`src/common/startup_pkg.sv`:
```
// Constants, register map and state encoding for the start-up controller
package startup_pkg;
  // Register port geometry
  localparam int ADDR_W = 8;
  localparam int DATA_W = 32;
  // Register byte offsets
  localparam logic [ADDR_W-1:0] PMC_ADDR = 8'h00;
  localparam logic [ADDR_W-1:0] RRC_ADDR = 8'h04;
  localparam logic [ADDR_W-1:0] STATUS_ADDR = 8'h08;
  // power_management_control fields
  localparam int MULT_W = 7;
  localparam int MULT_LSB = 0;
  localparam int DIV_W = 2;
  localparam int DIV_LSB = 8;
  localparam logic [DIV_W-1:0] DIV_RST = 2'h0;
  // running_reset_control fields
  localparam int RRC_INPUT_BIT = 0;
  // Status fields
  localparam int ST_RATIO_LSB = 0;
  localparam int ST_RSVD_BIT = 2;
  localparam int ST_BOOT_LSB = 3;
  localparam int ST_STATE_LSB = 6;
  localparam int ST_PINMODE_BIT = 8;
  localparam int ST_LOCKED_BIT = 9;
  // Clock ratio strap codes and resulting multipliers
  localparam int RATIO_W = 2;
  localparam logic [RATIO_W-1:0] RATIO_8 = 2'h0;
  localparam logic [RATIO_W-1:0] RATIO_32 = 2'h1;
  localparam logic [RATIO_W-1:0] RATIO_16 = 2'h2;
  localparam logic [RATIO_W-1:0] RATIO_RSVD = 2'h3;
  localparam logic [MULT_W-1:0] MULT_8 = 7'h08;
  localparam logic [MULT_W-1:0] MULT_16 = 7'h10;
  localparam logic [MULT_W-1:0] MULT_32 = 7'h20;
  // Boot configuration width
  localparam int BOOT_W = 3;
  // Lock latency in input clock cycles, and the cycle rate
  localparam int LOCK_LATENCY_INPUT_CLOCK = 4096;
  localparam int INPUT_CLOCK_PER_SYS_CLK = 1;
  localparam int LOCK_CYCLES_DEF = LOCK_LATENCY_INPUT_CLOCK * INPUT_CLOCK_PER_SYS_CLK;
  // Strap sampling point after release, past the synchroniser
  localparam int SYNC_STAGES = 2;
  localparam int CAPTURE_AT = SYNC_STAGES + 1;
  // Core reset vector
  localparam logic [31:0] RESET_VECTOR_DEF = 32'h0008_0000;
  // Sequencer states
  typedef enum logic [1:0] {
    ST_RESET = 2'b00,
    ST_LOCK = 2'b01,
    ST_RUN = 2'b10,
    ST_HOLD = 2'b11
  } seq_state_t;
endpackage

```
`src/hdl/startup_ctrl.sv`:
```
// Start-up clock ratio, boot mode, lock wait and reset pin control
//
// Implementation choices: the placing of the registers and strobed register access.
`timescale 1ns/100ps
module startup_ctrl #(
  parameter int LOCK_CYCLES = startup_pkg::LOCK_CYCLES_DEF,
  parameter logic [31:0] RESET_VECTOR = startup_pkg::RESET_VECTOR_DEF
) (
  // Clock and hardware reset
  input wire logic sys_clk_i,
  input wire logic rst_i,
  // Strap pins
  input wire logic [startup_pkg::RATIO_W-1:0] clk_ratio_i,
  input wire logic [startup_pkg::BOOT_W-1:0] boot_cfg_i,
  // Dual-function reset pin
  input wire logic running_reset_n_i,
  output logic reset_output_n_o,
  output logic reset_output_oe_o,
  // Register port
  input wire logic [startup_pkg::ADDR_W-1:0] reg_addr_i,
  input wire logic [startup_pkg::DATA_W-1:0] reg_wdata_i,
  input wire logic reg_we_i,
  input wire logic reg_re_i,
  output logic [startup_pkg::DATA_W-1:0] reg_rdata_o,
  // Core and PLL control
  output logic core_reset_o,
  output logic core_start_o,
  output logic [31:0] core_pc_o,
  output logic [startup_pkg::BOOT_W-1:0] boot_mode_o,
  output logic [startup_pkg::MULT_W-1:0] pll_mult_o,
  output logic [startup_pkg::DIV_W-1:0] pll_div_o
);
  import startup_pkg::*;

  localparam int CNT_W = $clog2(LOCK_CYCLES + 1);

  // Refuse counts the sequencer cannot serve
  generate
    if (LOCK_CYCLES <= CAPTURE_AT) begin : g_bad_lock
      $error("LOCK_CYCLES must exceed the strap capture point");
    end
    if (SYNC_STAGES != 2) begin : g_bad_sync
      $error("Pin synchronisers are built with exactly two stages");
    end
  endgenerate

  seq_state_t state_q;
  seq_state_t state_d;
  logic [CNT_W-1:0] cnt_q;
  logic [RATIO_W-1:0] ratio_s1_q;
  logic [RATIO_W-1:0] ratio_s2_q;
  logic [BOOT_W-1:0] boot_s1_q;
  logic [BOOT_W-1:0] boot_s2_q;
  logic rrst_s1_q;
  logic rrst_s2_q;
  logic [RATIO_W-1:0] ratio_q;
  logic rsvd_q;
  logic pin_input_q;
  logic locked_q;
  logic [1:0] settle_q;
  logic [MULT_W-1:0] strap_mult;
  logic lock_done;
  logic capture;
  logic rrst_active;
  logic [DATA_W-1:0] rd_d;

  // Ratio strap synchroniser
  always_ff @(posedge sys_clk_i or posedge rst_i) begin
    if (rst_i) begin
      ratio_s1_q <= '0;
      ratio_s2_q <= '0;
    end else begin
      ratio_s1_q <= clk_ratio_i;
      ratio_s2_q <= ratio_s1_q;
    end
  end

  // Boot strap synchroniser
  always_ff @(posedge sys_clk_i or posedge rst_i) begin
    if (rst_i) begin
      boot_s1_q <= '0;
      boot_s2_q <= '0;
    end else begin
      boot_s1_q <= boot_cfg_i;
      boot_s2_q <= boot_s1_q;
    end
  end

  // Running reset synchroniser; idles high like the pulled-up pin
  always_ff @(posedge sys_clk_i or posedge rst_i) begin
    if (rst_i) begin
      rrst_s1_q <= 1'b1;
      rrst_s2_q <= 1'b1;
    end else begin
      rrst_s1_q <= running_reset_n_i;
      rrst_s2_q <= rrst_s1_q;
    end
  end

  // Strap decode; a reserved code falls back to the slowest ratio
  always_comb begin
    unique case (ratio_s2_q)
      RATIO_8: strap_mult = MULT_8;
      RATIO_32: strap_mult = MULT_32;
      RATIO_16: strap_mult = MULT_16;
      default: strap_mult = MULT_8;
    endcase
  end

  // Sample only once the synchroniser holds real pin levels
  assign capture = (state_q == ST_LOCK) && (cnt_q == CNT_W'(CAPTURE_AT));
  assign lock_done = (state_q == ST_LOCK) && (cnt_q == CNT_W'(LOCK_CYCLES - 1));
  // Running reset only counts once the pin is an input and the
  // synchroniser no longer holds our own drive level
  assign rrst_active = pin_input_q && (settle_q == 2'(SYNC_STAGES)) && !rrst_s2_q;

  // Sequencer
  always_comb begin
    state_d = state_q;
    unique case (state_q)
      ST_RESET: state_d = ST_LOCK;
      ST_LOCK: begin
        if (lock_done) begin
          state_d = ST_RUN;
        end
      end
      ST_RUN: begin
        if (rrst_active) begin
          state_d = ST_HOLD;
        end
      end
      ST_HOLD: begin
        if (!rrst_active) begin
          state_d = ST_RUN;
        end
      end
    endcase
  end

  // State register; hardware reset forces a known start
  always_ff @(posedge sys_clk_i or posedge rst_i) begin
    if (rst_i) begin
      state_q <= ST_RESET;
    end else begin
      state_q <= state_d;
    end
  end

  // Lock latency counter, counted from release of reset
  always_ff @(posedge sys_clk_i or posedge rst_i) begin
    if (rst_i) begin
      cnt_q <= '0;
    end else if (state_q == ST_RESET || state_q == ST_LOCK) begin
      cnt_q <= cnt_q + CNT_W'(1);
    end
  end

  // Lock flag, cleared only by hardware reset
  always_ff @(posedge sys_clk_i or posedge rst_i) begin
    if (rst_i) begin
      locked_q <= 1'b0;
    end else if (lock_done) begin
      locked_q <= 1'b1;
    end
  end

  // Ratio strap capture
  always_ff @(posedge sys_clk_i or posedge rst_i) begin
    if (rst_i) begin
      ratio_q <= RATIO_8;
      rsvd_q <= 1'b0;
    end else if (capture) begin
      ratio_q <= ratio_s2_q;
      rsvd_q <= (ratio_s2_q == RATIO_RSVD);
    end
  end

  // Boot mode, taken at power-up and again at each running reset
  always_ff @(posedge sys_clk_i or posedge rst_i) begin
    if (rst_i) begin
      boot_mode_o <= '0;
    end else if (capture || state_q == ST_HOLD) begin
      boot_mode_o <= boot_s2_q;
    end
  end

  // PLL multiplier: straps at start, software only once the lock wait is done
  always_ff @(posedge sys_clk_i or posedge rst_i) begin
    if (rst_i) begin
      pll_mult_o <= MULT_8;
    end else if (capture) begin
      pll_mult_o <= strap_mult;
    end else if (reg_we_i && reg_addr_i == PMC_ADDR && locked_q) begin
      pll_mult_o <= reg_wdata_i[MULT_LSB +: MULT_W];
    end
  end

  // PLL divider: straps leave it alone, software only once the lock wait is done
  always_ff @(posedge sys_clk_i or posedge rst_i) begin
    if (rst_i) begin
      pll_div_o <= DIV_RST;
    end else if (reg_we_i && reg_addr_i == PMC_ADDR && locked_q) begin
      pll_div_o <= reg_wdata_i[DIV_LSB +: DIV_W];
    end
  end

  // Pin mode; software may set or clear it at any time
  always_ff @(posedge sys_clk_i or posedge rst_i) begin
    if (rst_i) begin
      pin_input_q <= 1'b0;
    end else if (reg_we_i && reg_addr_i == RRC_ADDR) begin
      pin_input_q <= reg_wdata_i[RRC_INPUT_BIT];
    end
  end

  // Dual pin level: low until execution starts
  always_ff @(posedge sys_clk_i or posedge rst_i) begin
    if (rst_i) begin
      reset_output_n_o <= 1'b0;
    end else begin
      reset_output_n_o <= (state_d == ST_RUN);
    end
  end

  // Dual pin enable: driven unless made an input; kept driven through
  // the lock wait, where a running reset means nothing
  always_ff @(posedge sys_clk_i or posedge rst_i) begin
    if (rst_i) begin
      reset_output_oe_o <= 1'b1;
    end else begin
      reset_output_oe_o <= !pin_input_q || (state_d == ST_LOCK);
    end
  end

  // Settle count after the enable drops; a pin driven low through the
  // lock wait would otherwise read as a running reset at once
  always_ff @(posedge sys_clk_i or posedge rst_i) begin
    if (rst_i) begin
      settle_q <= '0;
    end else if (reset_output_oe_o) begin
      settle_q <= '0;
    end else if (settle_q != 2'(SYNC_STAGES)) begin
      settle_q <= settle_q + 2'h1;
    end
  end

  // Core hold and start pulse
  always_ff @(posedge sys_clk_i or posedge rst_i) begin
    if (rst_i) begin
      core_reset_o <= 1'b1;
      core_start_o <= 1'b0;
    end else begin
      core_reset_o <= (state_d != ST_RUN);
      core_start_o <= (state_d == ST_RUN) && (state_q != ST_RUN);
    end
  end

  // Fetch address handed to the core at every start
  always_ff @(posedge sys_clk_i or posedge rst_i) begin
    if (rst_i) begin
      core_pc_o <= RESET_VECTOR;
    end else begin
      core_pc_o <= RESET_VECTOR;
    end
  end

  // Read mux; unmapped offsets read zero
  always_comb begin
    rd_d = '0;
    if (reg_addr_i == PMC_ADDR) begin
      rd_d[MULT_LSB +: MULT_W] = pll_mult_o;
      rd_d[DIV_LSB +: DIV_W] = pll_div_o;
    end else if (reg_addr_i == RRC_ADDR) begin
      rd_d[RRC_INPUT_BIT] = pin_input_q;
    end else if (reg_addr_i == STATUS_ADDR) begin
      rd_d[ST_RATIO_LSB +: RATIO_W] = ratio_q;
      rd_d[ST_RSVD_BIT] = rsvd_q;
      rd_d[ST_BOOT_LSB +: BOOT_W] = boot_mode_o;
      rd_d[ST_STATE_LSB +: 2] = state_q;
      rd_d[ST_PINMODE_BIT] = pin_input_q;
      rd_d[ST_LOCKED_BIT] = locked_q;
    end
  end

  // Read data stands for exactly the cycle after the strobe
  always_ff @(posedge sys_clk_i or posedge rst_i) begin
    if (rst_i) begin
      reg_rdata_o <= '0;
    end else if (reg_re_i) begin
      reg_rdata_o <= rd_d;
    end else begin
      reg_rdata_o <= '0;
    end
  end
endmodule // startup_ctrl

```
`config.mk`:
```
export PLATFORM = sky130hd
export DESIGN_NAME = startup_ctrl
export DESIGN_NICKNAME = d
export VERILOG_FILES = /design/src/common/startup_pkg.sv /design/src/hdl/startup_ctrl.sv
export SDC_FILE = /design/constraint.sdc
export NUM_CORES = 1
export LEC_CHECK = 0
export BUFFER_PORTS_ARGS = -buffer_cell sky130_fd_sc_hd__buf_2
export CAP_MARGIN = 20
export CORE_UTILIZATION = 47
export DETAILED_ROUTE_END_ITERATION = 6
export PLACE_DENSITY = 0.8
export SYNTH_ARGS = -nofsm -noshare
export SYNTH_HDL_FRONTEND = slang
export SYNTH_SLANG_ARGS = --single-unit
```
`constraint.sdc`:
```
create_clock -name sys_clk_i -period 2.8 [get_ports sys_clk_i]
set_clock_uncertainty 0.2 [all_clocks]
set_input_delay 0.42 -clock sys_clk_i [delete_from_list [all_inputs] [get_ports sys_clk_i]]
set_output_delay 0.42 -clock sys_clk_i [all_outputs]
set_load 0.02 [all_outputs]
```
# --- After elaboration in Yosys (flattened, before gate mapping) ---
# Cells that the tools add are included.
word_totals:
  in_bits: 50
  output_inout_bits: 80
  elab_cells: 72
  register_bits: 82
classes:
  reduce_logical: 17
  eq_ne: 16
  add_sub_neg: 2
  mux: 16
op_table:
  columns: ["cell", "count"]
  rows:
  - ["two-way mux 7 bit", 3]
  - ["two-way mux 10 bit", 2]
  - ["adder 13 x 1 -> 13 bit, second input constant", 1]
  - ["== test 13 x 12 -> 1 bit, second input constant", 1]
  - ["== test 13 x 2 -> 1 bit, second input constant", 1]
  - ["== test 2 bit, second input constant", 6]
  - ["two-way mux 2 bit", 6]
  - ["one-hot mux 6 bit (2 select lines)", 1]
  - ["two-way mux 9 bit", 1]
  - ["== test 8 x 3 -> 1 bit, second input constant", 1]
  - ["== test 8 x 4 -> 1 bit, second input constant", 1]
  - ["logical AND 1 bit", 8]
  - ["logical NOT 8 bit", 1]
  - ["one-hot mux 2 bit (4 select lines)", 1]
  - ["== test 2 x 1 -> 1 bit, second input constant", 3]
  - ["inequality test 2 bit, second input constant", 3]
  - ["nonzero test 2 bit", 2]
  - ["logical OR 1 bit", 3]
  - ["adder 2 x 1 -> 2 bit, second input constant", 1]
  - ["logical NOT 1 bit", 2]
  - ["logical NOT 2 bit", 1]
  - ["two-way mux 1 bit", 2]

# --- Logic depth before layout (Yosys ltp) ---
# Gate-level depths: netlist (run 1).
depth:
  depth_word: 7
  depth_mapped: 6
  depth_no_buf: 5

# --- Worst setup path before layout (run 1) ---
# No wires, ideal clock.
synth_path:
  kind: "register to register"
  startpoint: "register cnt_q[0]"
  endpoint: "register boot_mode_o[0] (netlist bit)"
  n_path_buf: 1
  path_stages_with_launch: 7
  t_required_ns: 2.475
  t_arrival_ns: 1.511
  synth_period_minus_slack_ns: 1.836
  setup_slack_ns: 0.964
  setup_ns: 0.125
  cell_sequence: "dfrtp_1 -> ha_1 -> nor2b_2 -> and4_1 -> buf_6 -> a21oi_4 -> mux2_4"
synth_between:
  elab_chain_len: 3
synth_rtl:
  columns: ["item", "line", "source"]
  rows:
  - ["from (decl)", "startup_ctrl.sv:49", "logic [CNT_W-1:0] cnt_q;"]
  - ["from (signal assigned)", "startup_ctrl.sv:154", "cnt_q <= cnt_q + CNT_W'(1);"]
  - ["== test 13 x 2 -> 1 bit", "startup_ctrl.sv:111", "assign capture = (state_q == ST_LOCK) && (cnt_q == CNT_W'(CAPTURE_AT));"]
  - ["logical AND 1 bit", "startup_ctrl.sv:111", null]
  - ["logical OR 1 bit", "startup_ctrl.sv:182", "end else if (capture || state_q == ST_HOLD) begin"]
  - ["to (signal assigned)", "startup_ctrl.sv:183", "boot_mode_o <= boot_s2_q;"]
  - ["to (decl)", "startup_ctrl.sv:29", "output logic [startup_pkg::BOOT_W-1:0] boot_mode_o,"]
# No other way between the ends.
# A chain may end at the register's enable or synchronous reset.

# --- Worst setup path in the final report (run 1) ---
layout_path:
  startpoint: "register cnt_q[8]"
  endpoint: "register boot_mode_o[1] (netlist bit)"
# The elaborated chain is that of the path after synthesis.

==> results of run 1 <==
[worst reg2reg max path, cell delays in order, from the launching register on]
cell     delay [ns]
dfrtp_1        0.41
nor4_1         0.42
and4_1         0.44
a21oi_4        0.09
mux2_4         0.32
[repair_timing]
item	CTS	global route
setup buffers	0	0
hold buffers	7	0
endpoints found under the hold margin	34	0
endpoints found under the setup margin	0	0
[metrics by stage]
stage	instances	power [mW]
2_1_floorplan	292	1.06
3_3_place_gp	359	1.04
3_5_place_dp	359	1.05
4_1_cts	382	2.06
5_1_grt	382	2.11
6_report	382	2.05
[cell families after synthesis]
kind of cell / count (synthesis) / share of synthesized area, %
multiplexers: 14 / 5.67
AO/OA/AOI/OAI: 20 / 5.36
buffers and inverters: 68 / 16.6
flip-flops: 60 / 53.3
AND/OR/NAND/NOR: 58 / 12.6
XOR/XNOR: 13 / 4.03
adder cells (fa/ha/maj): 5 / 2.21
other: 2 / 0.266
[layout make-up]
class / instances / share of cell area (%)
Clock inverter: 3 / 2.73
Tap cell: 72 / 2.73
Timing Repair Buffer: 61 / 10.8
Multi-Input combinational cell: 164 / 31.7
Clock buffer: 13 / 5.41
Sequential cell: 60 / 45.6
Inverter: 9 / 1.02
[registers in the layout, indices dropped and copies added (netlist names), 2 cells and up]
name	cells
cnt_q	13
boot_mode_o	3
ratio_s2_q	2
pll_div_o	2
state_q	2
reg_rdata_o	10
settle_q	2
boot_s1_q	3
pll_mult_o	7
boot_s2_q	3
ratio_s1_q	2
ratio_q	2
[synthesized netlist by cell type (2+ instances only)]
library cell and number:
a21oi_1 5, buf_4 54, and2_1 2, nor2b_1 2
mux2_1 3, ha_1 5, nand3_1 2, xnor2_1 8
dfrtp_1 55, clkbuf_1 2, mux2i_1 7, mux2_4 3
nand2b_1 4, buf_2 2, a22o_1 8, nand4_1 6
xor2_1 5, conb_1 2, nor2_1 15, a31oi_1 2
inv_1 9, nor3_1 3, dfstp_2 5, nor4_2 2
nand2_1 11, o21ai_1 2, and4_1 3
[path summary, 6_finish.rpt]
kind | from | cells after the start | endpoint
setup / recovery | cnt_q[8] | 4 | boot_mode_o[1]
hold / removal | reg_wdata_i[8] | 2 | pll_div_o[0]
setup reg to reg | cnt_q[8] | 4 | boot_mode_o[1]
hold reg to reg | boot_s1_q[2] | 0 | boot_s2_q[2]
max in group asynchronous | rst_i | 4 | reset_output_oe_o
min in group asynchronous | rst_i | 3 | ratio_q[1]
[power by group]
group	switching, mW	leakage (nW)	internal [mW]	total, mW
logic	0.109	0.879	0.0361	0.145
registers	0.0104	0.763	0.886	0.897
clock network	0.318	0.136	0.689	1.01
total	0.438	1.78	1.61	2.05
[routing by layer]
metal | track usage (%) | share of wire [%] | routed length (µm) | up-vias
met2 | 26.5 | 53 | 2460 | 69
met1 | 18.2 | 40 | 1870 | 842
met4 | 5.09 | 1.3 | 63 | 0
met5 | 0 | 0 | 0 | -
met3 | 4.57 | 6.0 | 283 | 9
li1 | - | - | - | 823
==> flow_summary.yaml, run 1 <==
outcome:
  outcome: "finished clean"
clock_tree:
  cts-root-buf: "clkbuf_8"
  cts_tree: "done"
  h-tree-depth: 3
  cts.clk_slew.worst_paths_ns: 0.07
  clock_latency_ns: 0.33
  cts_resized: 0
  clk_path_buf_depth: 2
  cts_buffers: 9
  cts_sinks: 60
worst_setup_path:
  critPathMaxFanout: 6
  cp-start-kind: "flop"
  crit_buf_inv: 0
  cp.required_ns: 2.81
  path_cells: "nor4_1 > and4_1 > a21oi_4 > mux2_4"
  slowest_delay_ns: 0.44
  crit_path_end_kind: "flop"
  arrival_ns: 2.01
  slowest_stage: "and4_1"
  timing.reg2reg.setup_slack_ns: 0.79
  path_class: "flop to flop"
  cpLargestDelayFamily: "simple AND/OR/NAND/NOR gates"
yosys:
  yosysSeqAreaShare_pct: 53.3
  yosys.area.top_type_share_pct: 48.7
  yosys-top-cells-area: "dfrtp_1, buf_4, dfstp_2, a22o_1, mux2i_1"
  synth.distinct_cells: 40
  ys_warn_count: 0
  syn_inst: 240
  synth.avg_cell_area_um2: 11.8
  synth_edf_count: 0
  synth_area_mm2: 0.00283
  yosysTopAreaCell: "dfrtp_1"
  synthArstFlopShare_pct: 100
  ys.flop_type: "dfrtp_1"
  ys_seq_elements: 60
final_layout:
  seq_area_mm2: 0.00151
  multi_input_area_mm2: 0.00105
  postLayoutCoreUtil_pct: 58.6
  drive_gt1_share_pct: 28.1
  final_area_mm2: 0.00330
  mostFrequentLayoutCell: "dfrtp_1"
  syn_to_final_growth_pct: 16.9
  num_antenna_cells: 0
  layout.nets: 360
  num-fill-cells: 433
  layout_common_cells: "dfrtp_1, conb_1, buf_2"
sta:
  drv_slew: 0
  whs_ns: 0.111
  max_slew.worst_pin.slew_ns: 0.639
  tns_ns: 0
  min_period_ns: 2.01
  rsz0062_at_grt: "false"
  fmax_ghz: 0.499
  layout_setup_ws_ns: 0.795
  period_share_pct: 71.6
  setup_viol: 0
  hold_viol_final: 0
  slew_headroom_pct: 57.4
routing:
  drt-total-wl_um: 4680
  routedWlPerCell_um: 12.3
  dr.pass1.iters: 6
  vias: 1743
  ant_nets: 0
  drc: 0
  drt_iter0_drc: 64
  viasPerCell: 4.56
die:
  ioPinCount: 130
  row_count: 27
  die_area_mm2: 0.00633
  die_w_um: 79.6
  die-height_um: 79.6
  coreArea_mm2: 0.00564
  initial_core_util_pct: 50.1
global_routing:
  grt_pass1_vias: 1600
  groute.usage.overall_pct: 15.4
  antenna_found_initial: 0
  grt_max_degree: 32
  grt_pass1_wl_um: 7390
  grt_remaining_overflow: 0
place:
  dpl_worst_slack_ns: 0.855
  dpl_cell_area_mm2: 0.00297
  port_buffers: 52
  routabilityCongestion: 0.740
  hpwlAfterDp_um: 3310
hold_path:
  min_path_type: "input port to flop"
power_and_ir_drop:
  ir_drop_mv: 0.385
  power.density_mw_per_mm2: 620
  leakage_nw: 1.78
run:
  drv_cap: 0
(Power assumes the default switching activity.)
==> run 2: changes to the inputs <==
- CORE_UTILIZATION: 47 -> 42
- PLACE_DENSITY: 0.8 -> 0.76
- clock period: 2.8 -> 1.8 ns (I/O delays scaled with it)
==> flow_summary.yaml, run 2 (synthesized netlist as in run 1, its figures left out) <==
final_layout:
  biggestRegsByFlops: "cnt_q x13, reg_rdata_o x10, pll_mult_o x7"
  mostFrequentLayoutCell: "dfrtp_1"
  layout.nets: 380
  num_antenna_cells: 0
  num-fill-cells: 552
  layout_common_cells: "dfrtp_1, conb_1, buf_2"
  syn_to_final_growth_pct: 20.4
  largest_reg_flops: 13
  drive_gt1_share_pct: 31.2
  final_area_mm2: 0.00340
  regMostFlops: "cnt_q"
  seq_area_mm2: 0.00151
  multi_input_area_mm2: 0.00107
worst_setup_path:
  arrival_ns: 1.72
  crit_buf_inv: 0
  slowest_delay_ns: 0.39
  cp-start-kind: "flop"
  path_class: "flop to flop"
  cp.required_ns: 1.82
  crit_path_end_kind: "flop"
  slowest_stage: "dfrtp_1"
  critPathMaxFanout: 6
  cpLargestDelayFamily: "flip-flops"
  path_cells: "ha_2 > nor2b_4 > and4_4 > a21oi_4 > mux2_4"
routing:
  drt-total-wl_um: 4670
  ant_nets: 0
  vias: 1802
  viasPerCell: 4.43
  routedWlPerCell_um: 11.5
  dr.pass1.iters: 6
  drt_iter0_drc: 114
  drc: 17
sta:
  drv_slew: 0
  rsz0062_at_grt: "false"
  fmax_ghz: 0.586
  min_period_ns: 1.71
  layout_setup_ws_ns: 0.0943
  hold_viol_final: 0
  tns_ns: 0
  period_share_pct: 94.8
  setup_viol: 0
global_routing:
  grt_max_degree: 61
  groute.usage.overall_pct: 13.9
  grt_remaining_overflow: 0
  grt_pass1_vias: 1719
  grt_pass1_wl_um: 7750
  antenna_found_initial: 0
clock_tree:
  cts.clk_slew.worst_paths_ns: 0.07
  clock_latency_ns: 0.33
  cts_sinks: 60
  cts_tree: "done"
  cts_buffers: 9
  postCtsSetupRepairBufs: 0
  clk_path_buf_depth: 2
  h-tree-depth: 3
  cts-root-buf: "clkbuf_8"
place:
  dpl_cell_area_mm2: 0.00311
  dpl_worst_slack_ns: 0.0431
  port_buffers: 52
  routabilityCongestion: 0.763
  hpwlAfterDp_um: 3360
die:
  coreArea_mm2: 0.00642
  ioPinCount: 130
  row_count: 29
  die_area_mm2: 0.00706
  initial_core_util_pct: 44.0
  die-height_um: 84.0
  die_w_um: 84.0
run:
  drv_cap: 0
power_and_ir_drop:
  p_total_mw: 2.62
  power.density_mw_per_mm2: 769
  ir_drop_mv: 0.352
  leakage_nw: 1.81
hold_path:
  min_path_type: "input port to flop"
outcome:
  outcome: "finished, violations left"
  violations: "DRC"
-- run 2: changes by cell type in the layout (fill, tap and decap cells not counted), moves of 2 or more --
cell	change
dlygate4sd3_1	+5
clkbuf_8	-4
clkinvlp_4	+2
clkbuf_1	+3
clkinv_2	+2
buf_4	+14
bufinv_16	-3
-- run 2: through the flow --
stage          utilization, %  hold WS [ns]  instances
6_report                 53.0        0.0167        407
5_1_grt                  53.0        0.0518        407
4_1_cts                  52.8        0.0119        407
3_5_place_dp             48.4         0.136        379
3_3_place_gp             48.4         0.135        379
2_1_floorplan               -        0.0745        292
-- run 2: per-layer routing --
layer	vias to the layer above	share of wire (%)	track usage, %
li1	863	-	-
met2	66	53	24.1
met1	868	41	16.6
met5	-	0	0
met3	5	5.3	3.96
met4	0	0.73	4.23
-- run 2: what timing repair did --
item / 4_1_cts / 5_1_grt
endpoints found under the setup margin: 0 / 4
hold buffers: 12 / 0
gates resized for setup: 0 / 3
endpoints found under the hold margin: 66 / 0
-- run 2: path summary, 6_finish.rpt --
check	from	endpoint	slack (ns)	cells after the start
setup reg to reg	cnt_q[1]	boot_mode_o[0]	0.09	5
min in group asynchronous	rst_i	reg_rdata_o[0]	0.37	4
max in group asynchronous	rst_i	pll_mult_o[3]	0.73	4
hold / removal	reg_wdata_i[2]	pll_mult_o[2]	0.02	3
setup / recovery	cnt_q[1]	boot_mode_o[0]	0.09	5
hold reg to reg	ratio_s1_q[1]	ratio_s2_q[1]	0.15	0
-- run 2: final cells by class --
| cell class | instances | share of cell area [%] |
|---|---|---|
| tap | 77 | 2.83 |
| multi-input combinational | 164 | 31.4 |
| clock buffer | 12 | 3.97 |
| sequential | 60 | 44.3 |
| clock inverter | 4 | 0.772 |
| timing repair buffer | 81 | 15.7 |
| inverter | 9 | 1.10 |
-- run 2: where the power goes --
part	switching (mW)	internal, mW	total [mW]
Sequential	0.0157	1.38	1.39
Clock	0.490	0.498	0.987
Combinational	0.169	0.0646	0.234
-- run 2: worst register-to-register path, delay by kind of cell (launching register included) --
kind                       cells  cell delay (ns)
adders and majority gates      1             0.19
DFF                            1             0.39
muxes                          1             0.32
AOI/OAI and AO/OA              1             0.19
and+or+nand+nor                2             0.30
